**config.mk**
```make
export PLATFORM = sky130hd
export DESIGN_NAME = fio_port
export DESIGN_NICKNAME = d
export VERILOG_FILES = /design/src/core/fio_port.v /design/src/core/fio_wake_sync.v /design/src/core/fio_pin_cell.v
export VERILOG_INCLUDE_DIRS = /design/src /design/src/shared
export SDC_FILE = /design/constraint.sdc
export NUM_CORES = 1
export LEC_CHECK = 0
export BUFFER_PORTS_ARGS = -buffer_cell sky130_fd_sc_hd__buf_4
export CAP_MARGIN = 15
export CORE_ASPECT_RATIO = 0.7
export CORE_MARGIN = 2
export CORE_UTILIZATION = 32
export CTS_BUF_LIST = sky130_fd_sc_hd__clkbuf_4
export DETAILED_ROUTE_END_ITERATION = 10
export PLACE_DENSITY = 0.66
export REMOVE_ABC_BUFFERS = 1
export SLEW_MARGIN = 40
export SYNTH_ARGS = -nofsm -noshare
export SYNTH_HDL_FRONTEND = slang
export SYNTH_SLANG_ARGS = --single-unit
```
**constraint.sdc**
```tcl
create_clock -name pclk -period 1.7 [get_ports pclk]
set_input_delay 0.34 -clock pclk [delete_from_list [all_inputs] [get_ports pclk]]
set_output_delay 0.34 -clock pclk [all_outputs]
set_load 0.01 [all_outputs]
```
**src/shared/fio_consts.vh**
```
// Constants for the four-bit I/O port with wake-up: offsets, fields, reset values.
`ifndef FIO_CONSTS_VH
`define FIO_CONSTS_VH

// Port and register widths.
`define FIO_PINS 4
`define FIO_DATA_W 32
`define FIO_ADDR_W 32

// Byte addresses of the registers on the APB bus.
`define FIO_OFF_PORT_DATA 32'h0000_0000
`define FIO_OFF_PORT_DIRECTION 32'h0000_0004
`define FIO_OFF_PORT_PULL_HIGH 32'h0000_0008
`define FIO_OFF_PORT_WAKE_ENABLE 32'h0000_000c
`define FIO_OFF_WAKE_STATUS 32'h0000_0010
`define FIO_OFF_WAKE_MASK 32'h0000_0014

// Decoded register indices.
`define FIO_IDX_PORT_DATA 3'h0
`define FIO_IDX_PORT_DIRECTION 3'h1
`define FIO_IDX_PORT_PULL_HIGH 3'h2
`define FIO_IDX_PORT_WAKE_ENABLE 3'h3
`define FIO_IDX_WAKE_STATUS 3'h4
`define FIO_IDX_WAKE_MASK 3'h5
`define FIO_IDX_NONE 3'h7

// Field position of the four implemented pin bits.
`define FIO_PIN_LSB 0
`define FIO_PIN_MSB 3

// Reset values.
`define FIO_RST_PORT_DATA 4'hf
`define FIO_RST_PORT_DIRECTION 4'hf
`define FIO_RST_PORT_PULL_HIGH 4'h0
`define FIO_RST_PORT_WAKE_ENABLE 4'h0
`define FIO_RST_WAKE_STATUS 4'h0
`define FIO_RST_WAKE_MASK 4'h0
`define FIO_RST_PIN_SYNC 1'b1

`endif

```
**src/core/fio_port.v**
```verilog
// Four-bit bidirectional I/O port with pull-ups, wake-up and an APB register slave.
//
// Added by the designer: the APB interface to the registers and the placing of the registers.
`timescale 1ns/1ps
`default_nettype none
`include "fio_consts.vh"

// How it works
// - Direction bit one makes the pin an input; data reads return the pin.
// - Direction bit zero drives the pin push-pull with the output latch value.
// - Reading an output pin returns its latch, not the pad level.
// - Input levels are sampled during the read access, never latched ahead.
// - Written data stays in the output latch until software writes it again.
// - Each of the four pull-high bits connects a weak pull-up when set.
// - A pull-up acts only while its pin is configured as input.
// - Each wake bit independently enables wake-up for its own pin.
// - In sleep or idle, a falling edge on a wake-enabled pin wakes the core.
// - Upper bits 31 to four of the control registers read zero.
// - Reset sets all data latch and direction bits to one.
// - Pull and wake bits clear on reset; sleep watchdog time-out keeps them.
// - A pin turned to output after reset drives high unless its latch was written.
// - Bit set and clear are whole-register read-modify-write by software.
// - Each pin maps to one direction bit, changeable at any time.
module fio_port (
  input wire pclk,
  input wire presetn,
  input wire psel,
  input wire penable,
  input wire pwrite,
  input wire [`FIO_ADDR_W-1:0] paddr,
  input wire [`FIO_DATA_W-1:0] pwdata,
  input wire [3:0] pstrb,
  output reg [`FIO_DATA_W-1:0] prdata,
  output reg pready,
  output reg pslverr,
  input wire [`FIO_PINS-1:0] pin_in,
  output reg [`FIO_PINS-1:0] pin_out,
  output reg [`FIO_PINS-1:0] pin_oe,
  output reg [`FIO_PINS-1:0] pin_pull_en,
  input wire low_power,
  output reg wake_req,
  output reg irq
);

  ////////////////////////////////////////////////////////////////////////////
  // Register state.

  reg [`FIO_PINS-1:0] port_data;
  reg [`FIO_PINS-1:0] port_direction;
  reg [`FIO_PINS-1:0] port_pull_high;
  reg [`FIO_PINS-1:0] port_wake_enable;
  reg [`FIO_PINS-1:0] wake_status;
  reg [`FIO_PINS-1:0] wake_mask;
  reg [`FIO_PINS-1:0] status_snap;

  wire [`FIO_PINS-1:0] cell_drive_en;
  wire [`FIO_PINS-1:0] cell_drive_val;
  wire [`FIO_PINS-1:0] cell_pull_en;
  wire [`FIO_PINS-1:0] cell_read;
  wire [`FIO_PINS-1:0] pin_fall;

  ////////////////////////////////////////////////////////////////////////////
  // Address decoding, shared by the read and write paths.

  function [2:0] fio_index;
    input [`FIO_ADDR_W-1:0] addr;
    begin
      case (addr)
        `FIO_OFF_PORT_DATA: fio_index = `FIO_IDX_PORT_DATA;
        `FIO_OFF_PORT_DIRECTION: fio_index = `FIO_IDX_PORT_DIRECTION;
        `FIO_OFF_PORT_PULL_HIGH: fio_index = `FIO_IDX_PORT_PULL_HIGH;
        `FIO_OFF_PORT_WAKE_ENABLE: fio_index = `FIO_IDX_PORT_WAKE_ENABLE;
        `FIO_OFF_WAKE_STATUS: fio_index = `FIO_IDX_WAKE_STATUS;
        `FIO_OFF_WAKE_MASK: fio_index = `FIO_IDX_WAKE_MASK;
        default: fio_index = `FIO_IDX_NONE;
      endcase
    end
  endfunction

  // Places a four-bit field in the low bits of a bus word, upper bits zero.
  function [`FIO_DATA_W-1:0] fio_word;
    input [`FIO_PINS-1:0] field;
    begin
      fio_word = {{(`FIO_DATA_W-`FIO_PINS){1'b0}}, field};
    end
  endfunction

  ////////////////////////////////////////////////////////////////////////////
  // APB handshake: every access phase takes two cycles so that all answers
  // come from flops; the first access cycle samples, the second completes.

  wire acc_first;
  wire acc_done;
  wire [2:0] req_index;
  wire req_mapped;
  wire wr_done;
  wire rd_done;
  wire lane0;

  assign acc_first = psel & penable & ~pready;
  assign acc_done = psel & penable & pready;
  assign req_index = fio_index(paddr);
  assign req_mapped = (req_index != `FIO_IDX_NONE);
  assign lane0 = pstrb[0];
  assign wr_done = acc_done & pwrite & req_mapped & ~pslverr;
  assign rd_done = acc_done & ~pwrite & req_mapped;

  reg [`FIO_DATA_W-1:0] next_prdata;

  // Input pins are read live in the sampling cycle of the access.
  always @* begin
    next_prdata = {`FIO_DATA_W{1'b0}};
    case (req_index)
      `FIO_IDX_PORT_DATA: next_prdata = fio_word(cell_read);
      `FIO_IDX_PORT_DIRECTION: next_prdata = fio_word(port_direction);
      `FIO_IDX_PORT_PULL_HIGH: next_prdata = fio_word(port_pull_high);
      `FIO_IDX_PORT_WAKE_ENABLE: next_prdata = fio_word(port_wake_enable);
      `FIO_IDX_WAKE_STATUS: next_prdata = fio_word(wake_status);
      `FIO_IDX_WAKE_MASK: next_prdata = fio_word(wake_mask);
      default: next_prdata = {`FIO_DATA_W{1'b0}};
    endcase
  end

  always @(posedge pclk or negedge presetn) begin
    if (!presetn) begin
      pready <= 1'b0;
      pslverr <= 1'b0;
      prdata <= {`FIO_DATA_W{1'b0}};
    end else begin
      pready <= acc_first;
      if (acc_first) begin
        // Writes to the read-only status register are refused like holes.
        pslverr <= ~req_mapped | (pwrite & (req_index == `FIO_IDX_WAKE_STATUS));
        prdata <= pwrite ? {`FIO_DATA_W{1'b0}} : next_prdata;
      end else begin
        pslverr <= 1'b0;
      end
    end
  end

  ////////////////////////////////////////////////////////////////////////////
  // Software-written registers. A sleep-mode watchdog time-out must not reach
  // presetn, which is how these registers keep their contents across it.

  always @(posedge pclk or negedge presetn) begin
    if (!presetn) begin
      port_data <= `FIO_RST_PORT_DATA;
      port_direction <= `FIO_RST_PORT_DIRECTION;
      port_pull_high <= `FIO_RST_PORT_PULL_HIGH;
      port_wake_enable <= `FIO_RST_PORT_WAKE_ENABLE;
      wake_mask <= `FIO_RST_WAKE_MASK;
    end else if (wr_done & lane0) begin
      // Whole-register writes only; bit operations are done by software.
      case (req_index)
        `FIO_IDX_PORT_DATA: port_data <= pwdata[`FIO_PIN_MSB:`FIO_PIN_LSB];
        `FIO_IDX_PORT_DIRECTION: port_direction <= pwdata[`FIO_PIN_MSB:`FIO_PIN_LSB];
        `FIO_IDX_PORT_PULL_HIGH: port_pull_high <= pwdata[`FIO_PIN_MSB:`FIO_PIN_LSB];
        `FIO_IDX_PORT_WAKE_ENABLE: port_wake_enable <= pwdata[`FIO_PIN_MSB:`FIO_PIN_LSB];
        `FIO_IDX_WAKE_MASK: wake_mask <= pwdata[`FIO_PIN_MSB:`FIO_PIN_LSB];
        default: port_data <= port_data;
      endcase
    end
  end

  ////////////////////////////////////////////////////////////////////////////
  // Per-pin logic.

  genvar gi;
  generate
    for (gi = 0; gi < `FIO_PINS; gi = gi + 1) begin : g_pin
      fio_pin_cell u_cell (
        .direction_bit(port_direction[gi]),
        .latch_bit(port_data[gi]),
        .pull_bit(port_pull_high[gi]),
        .pin_level(pin_in[gi]),
        .drive_en(cell_drive_en[gi]),
        .drive_val(cell_drive_val[gi]),
        .pull_en(cell_pull_en[gi]),
        .read_bit(cell_read[gi])
      );
      fio_wake_sync u_sync (
        .pclk(pclk),
        .presetn(presetn),
        .pin_level(pin_in[gi]),
        .wake_bit(port_wake_enable[gi]),
        .fall(pin_fall[gi])
      );
    end
  endgenerate

  // Pad controls are registered, so they follow a register write by one cycle.
  always @(posedge pclk or negedge presetn) begin
    if (!presetn) begin
      pin_oe <= {`FIO_PINS{1'b0}};
      pin_out <= `FIO_RST_PORT_DATA;
      pin_pull_en <= {`FIO_PINS{1'b0}};
    end else begin
      pin_oe <= cell_drive_en;
      pin_out <= cell_drive_val;
      pin_pull_en <= cell_pull_en;
    end
  end

  ////////////////////////////////////////////////////////////////////////////
  // Wake status, interrupt and wake request.

  wire status_rd_done;
  wire [`FIO_PINS-1:0] status_clear;
  wire [`FIO_PINS-1:0] next_wake_status;

  assign status_rd_done = rd_done & (req_index == `FIO_IDX_WAKE_STATUS);
  // Only bits that were reported are cleared, and a new edge wins over the clear.
  assign status_clear = status_rd_done ? status_snap : {`FIO_PINS{1'b0}};
  assign next_wake_status = (wake_status & ~status_clear) | pin_fall;

  always @(posedge pclk or negedge presetn) begin
    if (!presetn) begin
      wake_status <= `FIO_RST_WAKE_STATUS;
      status_snap <= {`FIO_PINS{1'b0}};
      irq <= 1'b0;
      wake_req <= 1'b0;
    end else begin
      wake_status <= next_wake_status;
      if (acc_first) begin
        status_snap <= wake_status;
      end
      irq <= |(next_wake_status & wake_mask);
      // Held until the core leaves the low-power state.
      wake_req <= low_power & (wake_req | (|pin_fall));
    end
  end

endmodule

`default_nettype wire

```
**src/core/fio_wake_sync.v**
```verilog
// Synchroniser and gated falling-edge detector for one port pin.
`timescale 1ns/1ps
`default_nettype none
`include "fio_consts.vh"

module fio_wake_sync (
  input wire pclk,
  input wire presetn,
  input wire pin_level,
  input wire wake_bit,
  output wire fall
);

  reg sync_meta;
  reg sync_level;
  reg sync_prev;

  // Flops start high so an idle pulled-up pin does not look like an edge after reset.
  always @(posedge pclk or negedge presetn) begin
    if (!presetn) begin
      sync_meta <= `FIO_RST_PIN_SYNC;
      sync_level <= `FIO_RST_PIN_SYNC;
      sync_prev <= `FIO_RST_PIN_SYNC;
    end else begin
      sync_meta <= pin_level;
      sync_level <= sync_meta;
      sync_prev <= sync_level;
    end
  end

  // Only a pin whose wake bit is set may report a high-to-low change.
  assign fall = wake_bit & sync_prev & ~sync_level;

endmodule

`default_nettype wire

```
**src/core/fio_pin_cell.v**
```verilog
// Per-pin pad steering and read-back selection for the I/O port.
`timescale 1ns/1ps
`default_nettype none

module fio_pin_cell (
  input wire direction_bit,
  input wire latch_bit,
  input wire pull_bit,
  input wire pin_level,
  output wire drive_en,
  output wire drive_val,
  output wire pull_en,
  output wire read_bit
);

  // A zero direction bit makes the pin a push-pull output of the latch.
  assign drive_en = ~direction_bit;
  assign drive_val = latch_bit;

  // The weak pull-up is only allowed while the pin is an input.
  assign pull_en = pull_bit & direction_bit;

  // Inputs read the live pin; outputs read the latch, not the pad.
  assign read_bit = direction_bit ? pin_level : latch_bit;

endmodule

`default_nettype wire

```
==> summary by stage <==
Synth
The fraction of registers with async set/reset is 100.0%. The number of flops mapped to enable cells by yosys is 0. The cell count after synthesis is between 200 and 300. For this run, the number of Yosys warnings is 0. The most frequently used cell type in the post-synthesis netlist is sky130_fd_sc_hd__dfrtp_1. The synthesized netlist occupies a cell area of 2856 µm². The commonest cells after synthesis are 36 x sky130_fd_sc_hd__dfrtp_1, 28 x sky130_fd_sc_hd__buf_4, 25 x sky130_fd_sc_hd__nand2_1, 24 x sky130_fd_sc_hd__dfstp_2, 16 x sky130_fd_sc_hd__mux2_2. sky130_fd_sc_hd__dfrtp_1 takes more of the synthesized area than any other cell. The average cell area after synthesis is roughly 11 µm². The post-synthesis sequential area ratio is 53.61%. The synthesized design contains 60 register bits. The number of distinct library cells after synthesis is 45. Summed over its instances, the top area cell type makes up 31.54% of the synthesized netlist area. Yosys attributes the largest share of cell area to sky130_fd_sc_hd__dfrtp_1 32%, sky130_fd_sc_hd__dfstp_2 22%, sky130_fd_sc_hd__buf_4 7.4%. The most used flip-flop cell after synthesis is sky130_fd_sc_hd__dfrtp_1.

Setup path
The delay contributed by the slowest stage of the critical path is a little under 0.6 ns. The sort of element at the start of the critical path is an input port. The family with the most delay on the worst path is simple AND/OR/NAND/NOR gates. Together, buffers and inverters on the worst path number 2. STA classifies the critical path endpoint as a register. Traced cell by cell, the critical path runs through buf_4 -> nor4_4 -> nand4_1 -> or4b_4 -> ha_4 -> or3b_4 -> or3_4 -> nor4_4 -> buf_4 -> nand2_2 -> a21o_1. The required arrival time at the worst endpoint is 2.00 ns. The type of the setup path with the least slack is input port to register. For this design, the slowest cell found on the critical path is sky130_fd_sc_hd__or4b_4. The biggest fanout along the worst timing path is 5. The arrival time of the worst setup path is between 2 and 3 ns.

Cells and area
The number of antenna diodes is 0. The final layout contains 430 nets. The non-filler instance count after layout is 476. The post-synthesis to final-layout area growth is 42.05%. The layout cell share with drive strength beyond 1 is 52.81%.

Die
The die boundary width is ~120 µm. Measured along the y axis, the die boundary spans 83.05 µm. The die outline area is 9711 µm².

The count of standard-cell rows is 28. The core region area is 8548 µm². Pin placement for this block handled 126 I/O pins. The effective utilization at floorplan is roughly 33%.

Timing
The post-route fraction of the period consumed by the critical path is 153.9%. The total count of hold-check failures in the final report is 0. After layout, the minimum clock period comes to 2.616 ns.

Setup repair after global routing could not meet its margin everywhere. The final number of max-transition violations is 0. The achievable frequency is 382.2 MHz.

Hold timing on the final database bottoms out at a slack of 0.04288 ns. After layout, the worst setup slack is -0.9163 ns. Setup violations remaining at the end of the flow were counted as 26. The setup skew after layout is 0.01828 ns.

CTS
The clock root buffer is sky130_fd_sc_hd__clkbuf_4. The clock sink count is 60. The clock tree synthesis step divided the H-tree into 3 levels. The CTS tree is done. Clock-pin slew was measured on the worst setup and hold paths at 0.10 ns. The later pin in the worst-skew pair is clocked with a latency of 0.41 ns. The longest clock path from root to sink contains 2 buffers. Buffers inserted during clock tree synthesis total 9.

Detailed routing
The via count is about 2200. In this run, the number of DRC markers left after iteration 0 of detailed routing was 85. In the final routed layout, each cell accounts on average for 14.93 µm.

The number of routed nets with antenna violations is 0. In the routed design, unresolved DRC markers number 0. The total wire length is 7109 µm.

In the routed layout, each cell is associated on average with a via count of 4.660. The number of optimization iterations in the first detailed-route pass is 5.

Power and ir drop
The worst-case IR drop observed on VDD is 0.0003681 V. After layout, the design draws a total of 0.002723 W. The leakage power is roughly 1.9 nW. Power spread over the standard cell area amounts to ~670 nW/µm².

Flow run
The max-capacitance violation count is 0.

Global routing
The pin count of the biggest net entering global routing is 32. Across every metal layer, demand over resource in global routing totals between 10% and 20%. The global-route wire length before repair is 10850 µm. For this run the aggregate overflow at the end of global routing stands at 0.

The via count of the first global-routing pass is 2091. The initial antenna violation count is 0.

Status
The run finished, with violations left. The final reports fail on negative setup slack.

Placed design
The placed instance count is 453. During placement, the flow inserted port buffers numbering 66. Summed over all nets, the half-perimeter wirelength after detailed placement is about 5000 µm. The global placer's final weighted congestion is a little under 0.9.

Hold path
The path class of the tightest hold or removal check is input port to register.
cell families (layout without fill, tap and decap cells):
group           Yosys count  after routing  share of synthesized area [%]
simple gates             74             74                          14.80
flops                    60             60                          53.61
compound gates           46             46                          10.69
buf+inv                  41            119                          9.110
mux                      28             28                          11.21
fa+ha+maj                 1              1                         0.4380
other cells               1             28                         0.1313
placed cells by master (no fill, tap or decap), types with 2 or more instances in the layout:
master,instances
sky130_fd_sc_hd__or4_1,2
sky130_fd_sc_hd__inv_1,7
sky130_fd_sc_hd__o211a_1,2
sky130_fd_sc_hd__or3_4,2
sky130_fd_sc_hd__buf_6,11
sky130_fd_sc_hd__and2_1,4
sky130_fd_sc_hd__clkinv_2,2
sky130_fd_sc_hd__dfrtp_1,36
sky130_fd_sc_hd__mux2i_1,8
sky130_fd_sc_hd__a21o_1,4
sky130_fd_sc_hd__clkbuf_4,10
sky130_fd_sc_hd__nand2b_1,4
sky130_fd_sc_hd__a22o_1,4
sky130_fd_sc_hd__clkinv_4,2
sky130_fd_sc_hd__mux2_4,13
sky130_fd_sc_hd__a21oi_2,3
sky130_fd_sc_hd__nand4_1,3
sky130_fd_sc_hd__nor4_4,8
sky130_fd_sc_hd__nand2_1,24
sky130_fd_sc_hd__o21ai_0,14
sky130_fd_sc_hd__mux2_2,7
sky130_fd_sc_hd__nor2_1,8
sky130_fd_sc_hd__or3b_4,2
sky130_fd_sc_hd__nor2b_1,4
sky130_fd_sc_hd__o22ai_4,2
sky130_fd_sc_hd__dfstp_2,24
sky130_fd_sc_hd__a21boi_0,4
sky130_fd_sc_hd__buf_4,82
sky130_fd_sc_hd__conb_1,28
sky130_fd_sc_hd__o22ai_2,6
sky130_fd_sc_hd__dlygate4sd3_1,2
sequential cells by signal, summed over array words and instances (netlist names), 4 cells and up:
register                 cells
g_pin.u_sync.sync_level      4
g_pin.u_sync.sync_meta       4
g_pin.u_sync.sync_prev       4
pin_oe                       4
pin_out                      4
pin_pull_en                  4
port_data                    4
port_direction               4
port_pull_high               4
port_wake_enable             4
prdata                       4
status_snap                  4
wake_mask                    4
wake_status                  4
layout make-up:
| cell class | instances | area, µm² |
|---|---|---|
| Clock buffer | 10 | 75.07 |
| Sequential cell | 60 | 1531 |
| Fill cell | 798 | 4491 |
| Inverter | 7 | 26.28 |
| Multi-Input combinational cell | 177 | 1430 |
| Clock inverter | 6 | 65.06 |
| Timing Repair Buffer | 96 | 779.5 |
| Tap cell | 120 | 150.1 |
stage by stage:
stage | cell area, µm² | worst slack (ns) | setup TNS (ns) | util (%)
final | 4058 | -0.9163 | -17.25 | 47.47
after global routing | 4058 | -0.9962 | -18.32 | 47.47
after detailed placement | 3555 | -1.601 | -37.48 | 41.58
after floorplan | 2724 | -1.431 | -26.11 | -
after CTS | 3915 | -1.008 | -17.64 | 45.80
after global placement | 3555 | -1.497 | -34.62 | 41.58
path summary, 6_finish.rpt:
kind                                                     start                                    to  slack (ns)  cells after the start
min                                                  pin_in[3]   g_pin[3].u_sync.sync_meta$_DFF_PN1_        0.04                      1
max in group asynchronous                              presetn                  pin_out[0]$_DFF_PN1_        0.72                      3
max reg2reg                                   pready$_DFF_PN0_              port_data[3]$_DFFE_PN1P_        0.03                      7
max                                                  paddr[22]              wake_status[1]$_DFF_PN0_       -0.92                     11
min in group asynchronous                              presetn            status_snap[3]$_DFFE_PN0P_        0.38                      2
min reg2reg                g_pin[0].u_sync.sync_meta$_DFF_PN1_  g_pin[0].u_sync.sync_level$_DFF_PN1_        0.36                      0
metal layers:
| metal | wire length [µm] | GRT usage, % | up-vias |
|---|---|---|---|
| li1 | - | - | 1039 |
| met2 | 3101 | 19.86 | 75 |
| met1 | 3464 | 21.97 | 1094 |
| met5 | 0 | 0 | - |
| met3 | 458 | 4.891 | 10 |
| met4 | 83 | 4.385 | 0 |
power breakdown:
group | switching [W] | total [W] | internal, W
Clock | 0.000543 | 0.00101 | 0.000464
Combinational | 0.000135 | 0.000251 | 0.000116
Sequential | 0.00000701 | 0.00146 | 0.00146
what timing repair did:
item                       4_1_cts  5_1_grt
setup endpoints to repair       30       30
hold endpoints to repair        23        1
gates resized for setup         36       24
setup buffers                    5        1
pin swaps                       23       14
hold buffers                     1        1
Note: power is estimated with default switching activity, not from simulation.
